==> src/include/spi_frame_pkg.sv <==
// constants, encodings and types for the spi frame and crc block
// How it works
// - frame bits 6..0 carry the register address
// - bit 7 picks read-only versus write or read-and-clear
// - sixteen payload bits sit at frame bits 23..8
// - status bits stay set until a read-and-clear; whole-register access
// - in restart mode no received frame is interpreted
// - an addressed status register is returned in the same frame
// - config writes land at chip select rise; the frame shows old contents
// - control writes accepted in init or normal mode, and in stop mode only as below
// - stop mode allows only mode change, watchdog, status read or clear
// - late events still set flags; summary shows them next frame
// - summary bits 0..3 are OR of supply, thermal, bus, wake status
// - summary bit 4 ORs high-side status, bit 6 ORs drain-source status
// - summary bit 5 ORs device status except crc-status and software_development_bit bits
// - summary bit 7 is command-failure OR crc-failure
// - frame bits 31..24 carry an eight-bit check on both directions
// - check: poly 2F, init FF, no reflection, final xor FF
// - check covers frame bits 0..23, separately for in and out words
// - output payload shows data previously written to the register
// - reading the device status register ignores the check byte
// - checking on and wrong check byte sets crc failure
// - checking off, upper byte other than A5 sets crc failure
// - checking off, device always sends 5A in bits 31..24
// - read-only crc status bit mirrors whether checking is enabled
// - sample input on falling clock, shift output after rising clock
// - at chip select rise interpret word and release serial output
// - clock count not 0 or 32 discards frame and flags next frame
package spi_frame_pkg;
   // ***********************************
   // frame layout
   // ***********************************
   localparam int FRAME_BITS = 32;
   localparam int PAY_BITS = 24;
   localparam logic [5:0] FRAME_CNT = 6'h20;
   localparam logic [5:0] ADDR_DONE_CNT = 6'h06;
   localparam logic [5:0] CNT_SAT = 6'h3F;
   localparam logic [15:0] REG_RST = 16'h0000;
   localparam logic [2:0] CS_SYNC_RST = 3'h7;
   // ***********************************
   // check byte
   // ***********************************
   localparam logic [7:0] CRC_POLY = 8'h2F;
   localparam logic [7:0] CRC_INIT = 8'hFF;
   localparam logic [7:0] CRC_XOR = 8'hFF;
   localparam logic [7:0] CRC_OFF_IN = 8'hA5;
   localparam logic [7:0] CRC_OFF_OUT = 8'h5A;
   // ***********************************
   // register addresses
   // ***********************************
   localparam logic [6:0] CFG_DEV_LO = 7'h01;
   localparam logic [6:0] CFG_DEV_HI = 7'h0B;
   localparam logic [6:0] CFG_BD_LO = 7'h10;
   localparam logic [6:0] CFG_BD_HI = 7'h1D;
   localparam logic [6:0] MODE_CTRL_ADDR = 7'h01;
   localparam logic [6:0] WD_CTRL_ADDR = 7'h03;
   localparam logic [6:0] SUP_STAT_ADDR = 7'h40;
   localparam logic [6:0] THERMAL_STATUS_REG_ADDR = 7'h41;
   localparam logic [6:0] BUS_STAT_ADDR = 7'h42;
   localparam logic [6:0] WAKE_STAT_ADDR = 7'h43;
   localparam logic [6:0] SUMMARY_HIGH_SIDE_BIT_ADDR = 7'h44;
   localparam logic [6:0] DEV_STAT_ADDR = 7'h45;
   localparam logic [6:0] DS_STAT_ADDR = 7'h50;
   // status array index, equal to the summary bit it feeds
   localparam logic [2:0] IDX_DEV = 3'h5;
   localparam logic [2:0] IDX_NONE = 3'h7;
   // device status bit positions
   localparam int DEV_CRC_STAT_BIT = 15;
   localparam int DEV_CRC_FAIL_BIT = 14;
   localparam int DEV_SPI_FAIL_BIT = 13;
   localparam int DEV_SOFTWARE_DEVELOPMENT_BIT_BIT = 12;
   localparam logic [15:0] DEV_SUM_MASK = 16'h6FFF;
   // ***********************************
   // device modes and frame states
   // ***********************************
   localparam logic [1:0] MODE_INIT = 2'h0;
   localparam logic [1:0] MODE_NORMAL = 2'h1;
   localparam logic [1:0] MODE_STOP = 2'h2;
   localparam logic [1:0] MODE_RESTART = 2'h3;
   typedef enum logic {FR_IDLE, FR_ACTIVE} frame_state_t;
endpackage

==> src/core/spi_frame_crc.sv <==
// spi slave frame engine with check byte, status summary and mode gating
`timescale 1ns/1ps
module spi_frame_crc
   import spi_frame_pkg::*;
(
   input wire logic sys_clk_i,
   input wire logic rst_i,
   input wire logic chip_select_n_i,
   input wire logic spi_clk_i,
   input wire logic serial_in_i,
   output logic serial_out_o,
   output logic serial_out_oe_o,
   input wire logic crc_en_i,
   input wire logic [1:0] dev_mode_i,
   input wire logic [15:0] sup_set_i,
   input wire logic [15:0] therm_set_i,
   input wire logic [15:0] bus_set_i,
   input wire logic [15:0] wake_set_i,
   input wire logic [15:0] hs_set_i,
   input wire logic [15:0] dev_set_i,
   input wire logic [15:0] ds_set_i,
   output logic cfg_wr_o,
   output logic [6:0] cfg_addr_o,
   output logic [15:0] cfg_data_o,
   output logic [7:0] status_summary_o
);

   // ***********************************
   // state
   // ***********************************
   typedef struct packed {
      logic [2:0] cs_s;
      logic [2:0] sck_s;
      logic [1:0] sdi_s;
      logic [1:0] crc_s;
      frame_state_t st;
      logic [5:0] fcnt;
      logic [5:0] rcnt;
      logic [31:0] rx;
      logic [23:0] tx;
      logic err;
      logic serial_out;
      logic oe;
      logic [6:0][15:0] stat;
      logic [31:0][15:0] cfg;
      logic wr;
      logic [6:0] waddr;
      logic [15:0] wdata;
   } state_t;

   state_t q;
   state_t d;
   logic cs_fall;
   logic cs_rise;
   logic sck_fall;
   logic sck_rise;
   logic crc_en;
   logic [6:0] addr;
   logic [6:0] addr_early;
   logic [2:0] sidx;
   logic rx_ok;
   logic dev_rd;
   logic mode_ok;
   logic [7:0] tx_crc;
   logic [6:0][15:0] set_v;
   logic [6:0][15:0] clr;
   logic [15:0] dev_flag;
   logic [2:0] sidx_early;
   logic frame_ok;

   // ***********************************
   // helpers
   // ***********************************
   // bits 23 down to 0, so the top byte goes first, msb first
   function automatic logic [7:0] crc8(input logic [23:0] v);
      logic [7:0] c;
      c = CRC_INIT;
      for (int i = PAY_BITS - 1; i >= 0; i--) begin
         if (c[7] ^ v[i]) begin
            c = {c[6:0], 1'b0} ^ CRC_POLY;
         end else begin
            c = {c[6:0], 1'b0};
         end
      end
      return c ^ CRC_XOR;
   endfunction

   function automatic logic is_cfg(input logic [6:0] a);
      return (a >= CFG_DEV_LO && a <= CFG_DEV_HI) ||
             (a >= CFG_BD_LO && a <= CFG_BD_HI);
   endfunction

   function automatic logic [2:0] stat_idx(input logic [6:0] a);
      case (a)
         SUP_STAT_ADDR: return 3'h0;
         THERMAL_STATUS_REG_ADDR: return 3'h1;
         BUS_STAT_ADDR: return 3'h2;
         WAKE_STAT_ADDR: return 3'h3;
         SUMMARY_HIGH_SIDE_BIT_ADDR: return 3'h4;
         DEV_STAT_ADDR: return IDX_DEV;
         DS_STAT_ADDR: return 3'h6;
         default: return IDX_NONE;
      endcase
   endfunction

   // summary byte; array order matches summary bit order
   function automatic logic [7:0] summ(input logic [6:0][15:0] s);
      logic [7:0] r;
      r[0] = |s[0];
      r[1] = |s[1];
      r[2] = |s[2];
      r[3] = |s[3];
      r[4] = |s[4];
      r[5] = |(s[5] & DEV_SUM_MASK);
      r[6] = |s[6];
      r[7] = s[5][DEV_SPI_FAIL_BIT] | s[5][DEV_CRC_FAIL_BIT];
      return r;
   endfunction

   // ***********************************
   // edges and frame decode
   // ***********************************
   // edges only look at the second and third stages
   assign cs_fall = q.cs_s[2] & ~q.cs_s[1];
   assign cs_rise = ~q.cs_s[2] & q.cs_s[1];
   assign sck_fall = q.sck_s[2] & ~q.sck_s[1] & q.st == FR_ACTIVE;
   assign sck_rise = ~q.sck_s[2] & q.sck_s[1] & q.st == FR_ACTIVE;
   assign crc_en = q.crc_s[1];
   assign addr = q.rx[6:0];
   assign addr_early = {q.sdi_s[1], q.rx[5:0]};
   assign sidx = stat_idx(addr);
   assign sidx_early = stat_idx(addr_early);
   assign dev_rd = addr == DEV_STAT_ADDR && !q.rx[7];
   // only a whole frame outside restart mode is interpreted
   assign frame_ok = cs_rise && q.fcnt == FRAME_CNT &&
                     dev_mode_i != MODE_RESTART;
   // check over bits 23..0 of the received word
   assign rx_ok = crc_en ? q.rx[31:24] == crc8(q.rx[23:0])
                         : q.rx[31:24] == CRC_OFF_IN;
   assign mode_ok = dev_mode_i == MODE_INIT ||
                    dev_mode_i == MODE_NORMAL ||
                    (dev_mode_i == MODE_STOP &&
                     (addr == MODE_CTRL_ADDR || addr == WD_CTRL_ADDR));
   // separate check over the outgoing word
   assign tx_crc = crc_en ? crc8(q.tx) : CRC_OFF_OUT;
   assign set_v = {ds_set_i, dev_set_i, hs_set_i, wake_set_i,
                   bus_set_i, therm_set_i, sup_set_i};

   // ***********************************
   // next state
   // ***********************************
   always_comb begin
      d = q;
      clr = '0;
      dev_flag = '0;
      d.cs_s = {q.cs_s[1:0], chip_select_n_i};
      d.sck_s = {q.sck_s[1:0], spi_clk_i};
      d.sdi_s = {q.sdi_s[0], serial_in_i};
      d.crc_s = {q.crc_s[0], crc_en_i};
      d.wr = 1'b0;
      // frame start: summary frozen here, later events wait a frame
      if (cs_fall) begin
         d.st = FR_ACTIVE;
         d.fcnt = '0;
         d.rcnt = '0;
         d.rx = '0;
         d.tx = {16'h0000, summ(q.stat)};
         d.serial_out = q.err;
         d.oe = 1'b1;
      end else if (cs_rise) begin
         // word interpreted only now, and the line is released
         d.st = FR_IDLE;
         d.oe = 1'b0;
         d.serial_out = 1'b0;
         d.err = q.fcnt != 6'h00 && q.fcnt != FRAME_CNT;
         if (frame_ok) begin
            if (!rx_ok && !dev_rd) begin
               dev_flag[DEV_CRC_FAIL_BIT] = 1'b1;
            end else if (q.rx[7]) begin
               if (sidx != IDX_NONE) begin
                  clr[sidx] = 16'hFFFF;
               end else if (is_cfg(addr)) begin
                  if (mode_ok) begin
                     d.cfg[addr[4:0]] = q.rx[23:8];
                     d.wr = 1'b1;
                     d.waddr = addr;
                     d.wdata = q.rx[23:8];
                  end else begin
                     dev_flag[DEV_SPI_FAIL_BIT] = 1'b1;
                  end
               end
            end
         end
      end else begin
         // input sampled on the falling clock, lsb of the frame first
         if (sck_fall) begin
            if (q.fcnt < FRAME_CNT) begin
               d.rx[q.fcnt[4:0]] = q.sdi_s[1];
            end
            if (q.fcnt != CNT_SAT) begin
               d.fcnt = q.fcnt + 6'h01;
            end
            // address complete: load payload for this same frame
            if (q.fcnt == ADDR_DONE_CNT) begin
               if (sidx_early != IDX_NONE) begin
                  d.tx[23:8] = q.stat[sidx_early];
               end else if (is_cfg(addr_early)) begin
                  d.tx[23:8] = q.cfg[addr_early[4:0]];
               end else begin
                  d.tx[23:8] = REG_RST;
               end
            end
         end
         // output moves after each rising clock; beyond 32 it idles low
         if (sck_rise) begin
            if (q.rcnt < 6'h18) begin
               d.serial_out = q.tx[q.rcnt[4:0]];
            end else if (q.rcnt < FRAME_CNT) begin
               d.serial_out = tx_crc[q.rcnt[2:0]];
            end else begin
               d.serial_out = 1'b0;
            end
            if (q.rcnt != CNT_SAT) begin
               d.rcnt = q.rcnt + 6'h01;
            end
         end
      end
      // hardware set wins over a clear in the same cycle
      for (int i = 0; i < 7; i++) begin
         d.stat[i] = (q.stat[i] & ~clr[i]) | set_v[i];
      end
      d.stat[IDX_DEV] = d.stat[IDX_DEV] | dev_flag;
      d.stat[IDX_DEV][DEV_CRC_STAT_BIT] = crc_en;
   end

   // select synchroniser starts at the pin's idle level: no false frame end
   always_ff @(posedge sys_clk_i) begin
      if (rst_i) begin
         q <= '0;
         q.cs_s <= CS_SYNC_RST;
      end else begin
         q <= d;
      end
   end

   // ***********************************
   // outputs
   // ***********************************
   assign serial_out_o = q.serial_out;
   assign serial_out_oe_o = q.oe;
   assign cfg_wr_o = q.wr;
   assign cfg_addr_o = q.waddr;
   assign cfg_data_o = q.wdata;
   assign status_summary_o = q.tx[7:0];
endmodule

==> config.mk <==
export PLATFORM = sky130hd
export DESIGN_NAME = spi_frame_crc
export DESIGN_NICKNAME = d
export VERILOG_FILES = /design/src/include/spi_frame_pkg.sv /design/src/core/spi_frame_crc.sv
export SDC_FILE = /design/constraint.sdc
export NUM_CORES = 2
export LEC_CHECK = 0
export BUFFER_PORTS_ARGS = -buffer_cell sky130_fd_sc_hd__buf_2
export CAP_MARGIN = 30
export CORE_MARGIN = 5
export CORE_UTILIZATION = 50
export DETAILED_ROUTE_END_ITERATION = 8
export PLACE_DENSITY = 0.78
export SLEW_MARGIN = 5
export SYNTH_ARGS = -nofsm -noshare
export SYNTH_HDL_FRONTEND = slang
export SYNTH_SLANG_ARGS = --single-unit
==> constraint.sdc <==
create_clock -name sys_clk_i -period 5.1 [get_ports sys_clk_i]
set_input_delay 0.255 -clock sys_clk_i [delete_from_list [all_inputs] [get_ports sys_clk_i]]
set_output_delay 0.255 -clock sys_clk_i [all_outputs]
set_load 0.02 [all_outputs]
* Yosys cells after proc, flatten, opt, wreduce, memory -nomap -nowiden
Index checks and enable logic that the tools add are counted.
** Storage, ports and cells
- Input port bits :: 120
- Register bits after elaboration :: 730
- Output and inout bits :: 34
** Operators by class
- Order comparisons :: 20
- Eq/ne operators :: 28
- Reductions and logical operators :: 40
- Multiplexer cells :: 101
- Bitwise operators :: 134
- Add/sub/neg operators :: 2
** Operators by type and width (count)
- 2-to-1 mux 112 bit :: 6
- bitwise mux 512 bit :: 1
- 2-to-1 mux 6 bit :: 52
- NOT 5 bit :: 46
- 2-to-1 mux 16 bit :: 7
- equality test 7 bit, second input constant :: 14
- bitwise AND 16 bit :: 6
- NOT 16 bit :: 6
- bitwise OR 16 bit :: 6
- OR reduction 16 bit :: 6
- binary-select mux 16 bit (select 5 bit) :: 1
- demux 16 bit (select 5 bit) :: 1
- 2-to-1 mux 61 bit :: 1
- 2-to-1 mux 60 bit :: 1
- binary-select mux 16 bit (select 3 bit) :: 1
- demux 16 bit (select 3 bit) :: 1
- 2-to-1 mux 48 bit :: 1
- one-hot mux 3 bit (7 select lines) :: 2
- XOR 1 bit :: 42
- bitwise mux 32 bit :: 1
- 2-to-1 mux 32 bit :: 1
- bitwise OR 15 bit :: 2
- 2-to-1 mux 24 bit :: 1
- < comparator 5 x 6 -> 1 bit, second input constant :: 3
- other kinds (47) :: 116

* Longest topological paths before layout
- Word-level depth :: 60
- Depth in mapped cells :: 15
- Depth with buffers taken out :: 10

* Least setup slack after synthesis
No wires, ideal clock.
- Path type :: register -> register
- Start point :: register q[693] (netlist bit)
- End point :: register q[637] (netlist bit)
- Required time :: 4.972 ns
- Arrival time :: 3.522 ns
- Setup time :: 0.128 ns
- Slack :: 1.450 ns
- Clock period less this slack :: 3.650 ns
- Stages on the path, launching flop included :: 13
- Cells stage by stage :: dfxtp_1 -> xnor2_2 -> xnor3_2 -> xnor3_2 -> xor3_1 -> o21ai_1 -> o21ai_1 -> a211o_1 -> or4_1 -> buf_2 -> buf_6 -> a21oi_2 -> nor2_1
** Between the ends
- Cells in the longest elaborated chain, start to end :: 40
- Elaborated cells between the ends (all ways) :: 65
- Those cells by class :: eq/ne (1); mux (24); bitwise (38); reduce/logical (2)
** RTL lines
- from (decl) :: line spi_frame_crc.sv:51 : state_t q;
- XOR 1 bit (*) :: line spi_frame_crc.sv:79 : if (c[7] ^ v[i]) begin
- 2-to-1 mux 6 bit (*) :: line spi_frame_crc.sv:79
- NOT 5 bit (no source line)
- 2-to-1 mux 6 bit :: line spi_frame_crc.sv:79
- NOT 5 bit (no source line)
- 2-to-1 mux 6 bit :: line spi_frame_crc.sv:79
- NOT 5 bit (no source line) / 2-to-1 mux 6 bit (equally long branches)
- 2-to-1 mux 6 bit / NOT 5 bit (equally long branches)
- [24 not listed]
- logical AND 1 bit (*) :: line spi_frame_crc.sv:177 : if (!rx_ok && !dev_rd) begin
- 2-to-1 mux 112 bit (*) :: line spi_frame_crc.sv:177
- 2-to-1 mux 112 bit (*) :: line spi_frame_crc.sv:176 : if (frame_ok) begin
- 2-to-1 mux 112 bit (*) :: line spi_frame_crc.sv:170 : end else if (cs_rise) begin
- 2-to-1 mux 112 bit (*) :: line spi_frame_crc.sv:162 : if (cs_fall) begin
- NOT 16 bit (*) :: line spi_frame_crc.sv:230 : d.stat[i] = (q.stat[i] & ~clr[i]) | set_v[i];
- bitwise AND 16 bit (*) :: line spi_frame_crc.sv:230
- bitwise OR 16 bit (*) :: line spi_frame_crc.sv:230
Every way passes the cells marked *; elsewhere a longest branch is shown, timed or not.
A chain may end at the register's enable or synchronous reset.

* Final worst setup path
- Start point :: register q[686] (netlist bit)
- End point :: register q[598] (netlist bit)
** Between the ends
- Cells in the longest elaborated chain, start to end :: 31
- Elaborated cells between the ends (all ways) :: 44
- Those cells by class :: eq/ne (1); mux (17); bitwise (24); reduce/logical (2)
** RTL lines (line)
- XOR 1 bit (*) :: spi_frame_crc.sv:79
- 2-to-1 mux 6 bit (*) :: spi_frame_crc.sv:79
- NOT 5 bit (no source line)
- 2-to-1 mux 6 bit :: spi_frame_crc.sv:79
- NOT 5 bit (no source line)
- 2-to-1 mux 6 bit :: spi_frame_crc.sv:79
- NOT 5 bit (no source line)
- 2-to-1 mux 6 bit (2 in a row) :: spi_frame_crc.sv:79
- [14 not listed]
- logical AND 1 bit (*) :: spi_frame_crc.sv:177
- 2-to-1 mux 112 bit (*) :: spi_frame_crc.sv:177
- 2-to-1 mux 112 bit (*) :: spi_frame_crc.sv:176
- 2-to-1 mux 112 bit (*) :: spi_frame_crc.sv:170
- 2-to-1 mux 112 bit (*) :: spi_frame_crc.sv:162
- NOT 16 bit (*) :: spi_frame_crc.sv:230
- bitwise AND 16 bit (*) :: spi_frame_crc.sv:230
- bitwise OR 16 bit (*) :: spi_frame_crc.sv:230
Marks and branches as above.

==> flow_summary.toml <==
[timing]
grt_setup_unrepaired = "false"
fin_skew_ps = 28.8
slew_viol_final = 0
fmax_ghz = 0.211
finalSetupViolations = 0
tightest_slew_ps = 1110
slew-limit-headroom_pct = 25.9
period_minus_slack_ps = 4730
setup_slack_ps = 371
setup_tns_ps = 0
hold_viol = 0
post-route-period-util_pct = 92.7

[place]
place_ws_ps = 666
port_buffers = 152
dpl.hpwl_mm = 55.1
gp_congestion = 0.884
placed_area_mm2 = 0.0347
place_inst = 4019

[setup_path]
crit_path_max_fanout = 40
crit_arrival_ps = 5200
cp_slowest_cell = "dfxtp_1"
crit_chain = "xnor3_1, xor2_1, xor2_1, nand2_1, nor4bb_1, o21ai_0, nand4_1, nand3_2, buf_4, a2111oi_0, nor3_1"
path_common_cell = "xor2_1"
endpoint_kind = "flip-flop"
worstPathRequired_ps = 5570
critPathLaunchType = "flip-flop"
worstSetupPathType = "flip-flop to flip-flop"
max_stage_delay_ps = 790

[power_and_ir_drop]
pwr-share-comb_pct = 4.4
irDropWorstVdd_uv = 261
power.switching_w = 0.00271
power_density_mw_per_mm2 = 312
p_clk_share_pct = 46.9
p_leak_nw = 17.5
internal_power_w = 0.00931
switching_share_pct = 22.6
p_seq_share_pct = 48.7

[layout]
drive_gt1_share_pct = 17.7
fin_cells = 4283
multi_input_area_mm2 = 0.0174
fin_area_mm2 = 0.0385
areaGrowthSynthToFinish_pct = 14.2
fill_cells = 5288
nets = 3467
final_core_util_pct = 57.4
seq_area_mm2 = 0.0146

[clock_network]
post_cts_buffers = 0
clkTransAtPathRegs_ps = 70
numCtsBuffers = 74
htreeDepth = 3
clk_path_buf_depth = 3
clock_sinks = 729
hold_buffers = 115
cts_tree = "built"
insertion_delay_ps = 630
cts_resized = 0
cts-root-buf = "clkbuf_16"

[logic_synthesis]
yosys_warnings = 0
async_flop_share_pct = 0
synth-main-ff-cell = "dfxtp_1"
yosysTopAreaCellShare_pct = 43.3
synthesis.nets = 3360
syn-mean-instance-area_um2 = 10.4
synth_seq_cells = 729
synth-seq-area-share_pct = 43.3
yosysTopAreaCell = "dfxtp_1"
syn_area_mm2 = 0.0337
synth_edf_count = 0
synth_area_leaders = "dfxtp_1 43%, mux2i_1 14%, mux4_2 11%"
synthCells = 3232
synth_cell_type_count = 67

[die]
ioPinCount = 154
initial_core_util_pct = 50.3
die_w_um = 270
die_h_um = 270
core_region_area_mm2 = 0.0670
rows = 95
die_area_mm2 = 0.0727

[routing]
viasPerCell = 5.98
firstDrtPassIters = 9
wl_mm = 94.1
antenna_left = 0
drc = 0
drt-wirelength-per-cell_um = 22.0
vias = 25600
drt-initial-drc-count = 3272

[run_status]
outcome = "finished clean"

[global_route]
grt_use_total_pct = 24.8
grt_pass1_wl_mm = 145
grt_max_degree = 223
antenna_found_initial = 10
grt-ovfl-total = 0
grt_pass1_vias = 25100

[min_path]
hold_class = "input pin to flip-flop"

[run]
cap_violations = 0
power groups by stage:
stage                     clock network [W]  registers [W]  logic, W
after detailed placement                  0        0.00597  0.000419
after global placement                    0        0.00597  0.000414
after global routing                0.00594        0.00585  0.000560
after CTS                           0.00569        0.00584  0.000489
after floorplan                           0        0.00593  0.000294
final                               0.00564        0.00585  0.000525
flip-flops by register name, indices dropped and copies added (netlist names), 6 cells and up:
signal / cells
addr: 7
cfg_addr_o: 7
cfg_data_o: 16
d: 6
q: 681
status_summary_o: 8
routing by layer:
metal / up-vias / part of all wire [%] / GRT usage, %
li1: 11600 / - / -
met1: 12400 / 39 / 31.8
met2: 1322 / 46 / 39.7
met3: 389 / 8.9 / 5.66
met4: 0 / 5.4 / 12.3
met5: - / 0 / 0
layout make-up:
cell class,count,area share (%)
flip-flops and latches,729,38.0
well taps,873,2.84
clock buffers,103,5.39
clock inverters,33,1.16
inverters,54,0.527
diodes,11,0.0716
repair buffers,353,6.94
multi-input cells,2127,45.1
critical path: cells and delay by family (launching register included):
| family | cells | cell delay, ps |
|---|---|---|
| xor gates and xnor gates | 3 | 1390 |
| and+or+nand+nor | 5 | 1080 |
| AOI/OAI and AO/OA | 2 | 910 |
| DFF | 1 | 790 |
| buffers and inverters | 1 | 360 |
worst paths after layout:
| check | start | to | slack [ps] | cells past startpoint |
|---|---|---|---|---|
| max | q[686] | q[598] | 370 | 11 |
| min | rst_i | q[719] | 60 | 2 |
| max reg2reg | q[686] | q[598] | 370 | 11 |
| min reg2reg | d[728] | d[729] | 440 | 1 |
cell usage in the layout (no fill, tap or decap), types with 7 or more instances in the layout:
cell / instances
xnor3_1: 20
diode_2: 11
nor3b_1: 7
nand4_1: 9
and4_1: 7
dlygate4sd3_1: 115
mux2i_1: 470
and2_1: 22
o21ai_0: 38
xor3_1: 7
clkbuf_8: 9
clkbuf_1: 19
mux4_2: 167
a21oi_2: 10
bufinv_16: 9
xor2_1: 25
nor2b_1: 123
a2111oi_0: 32
o41ai_1: 14
nor3_1: 61
nor4_1: 30
a21oi_1: 72
clkbuf_16: 76
a31oi_1: 22
nand3_1: 15
a211oi_1: 44
buf_2: 151
nand2_1: 120
a22o_1: 16
dfxtp_1: 725
ha_1: 8
xnor2_1: 77
a222oi_1: 10
mux2_2: 17
buf_4: 79
clkinv_2: 12
nor2_1: 584
inv_1: 54
nand4_2: 26
cell usage after synthesis (all sizes together) (17+ instances only):
cell type    n
clkbuf     217
o21ai       41
buf        105
nor4        33
a21oi       82
xnor3       24
xor2        27
mux4       167
xnor2       79
dfxtp      729
a2111oi     32
nor2       584
a31oi       22
nand2      120
a211oi      45
inv         54
and2        22
nand4       35
mux2        17
mux2i      470
nor2b      123
nor3        61
logic make-up after synthesis:
kind of cell	count (synthesis)	synth area share, %
DFF	729	43.3
AOI/OAI and AO/OA	286	5.91
xor gates and xnor gates	137	4.99
muxes	654	25.7
and+or+nand+nor	1041	14.5
buffers and inverters	376	5.24
adders and majority gates	9	0.327
metrics by stage:
stage	hold WS, ps	total power, W
global route	97.1	0.0123
CTS	55.5	0.0120
detailed placement	421	0.00638
global placement	415	0.00638
finish	64.9	0.0120
floorplan	359	0.00623
Note: power is estimated with default switching activity, not from simulation.
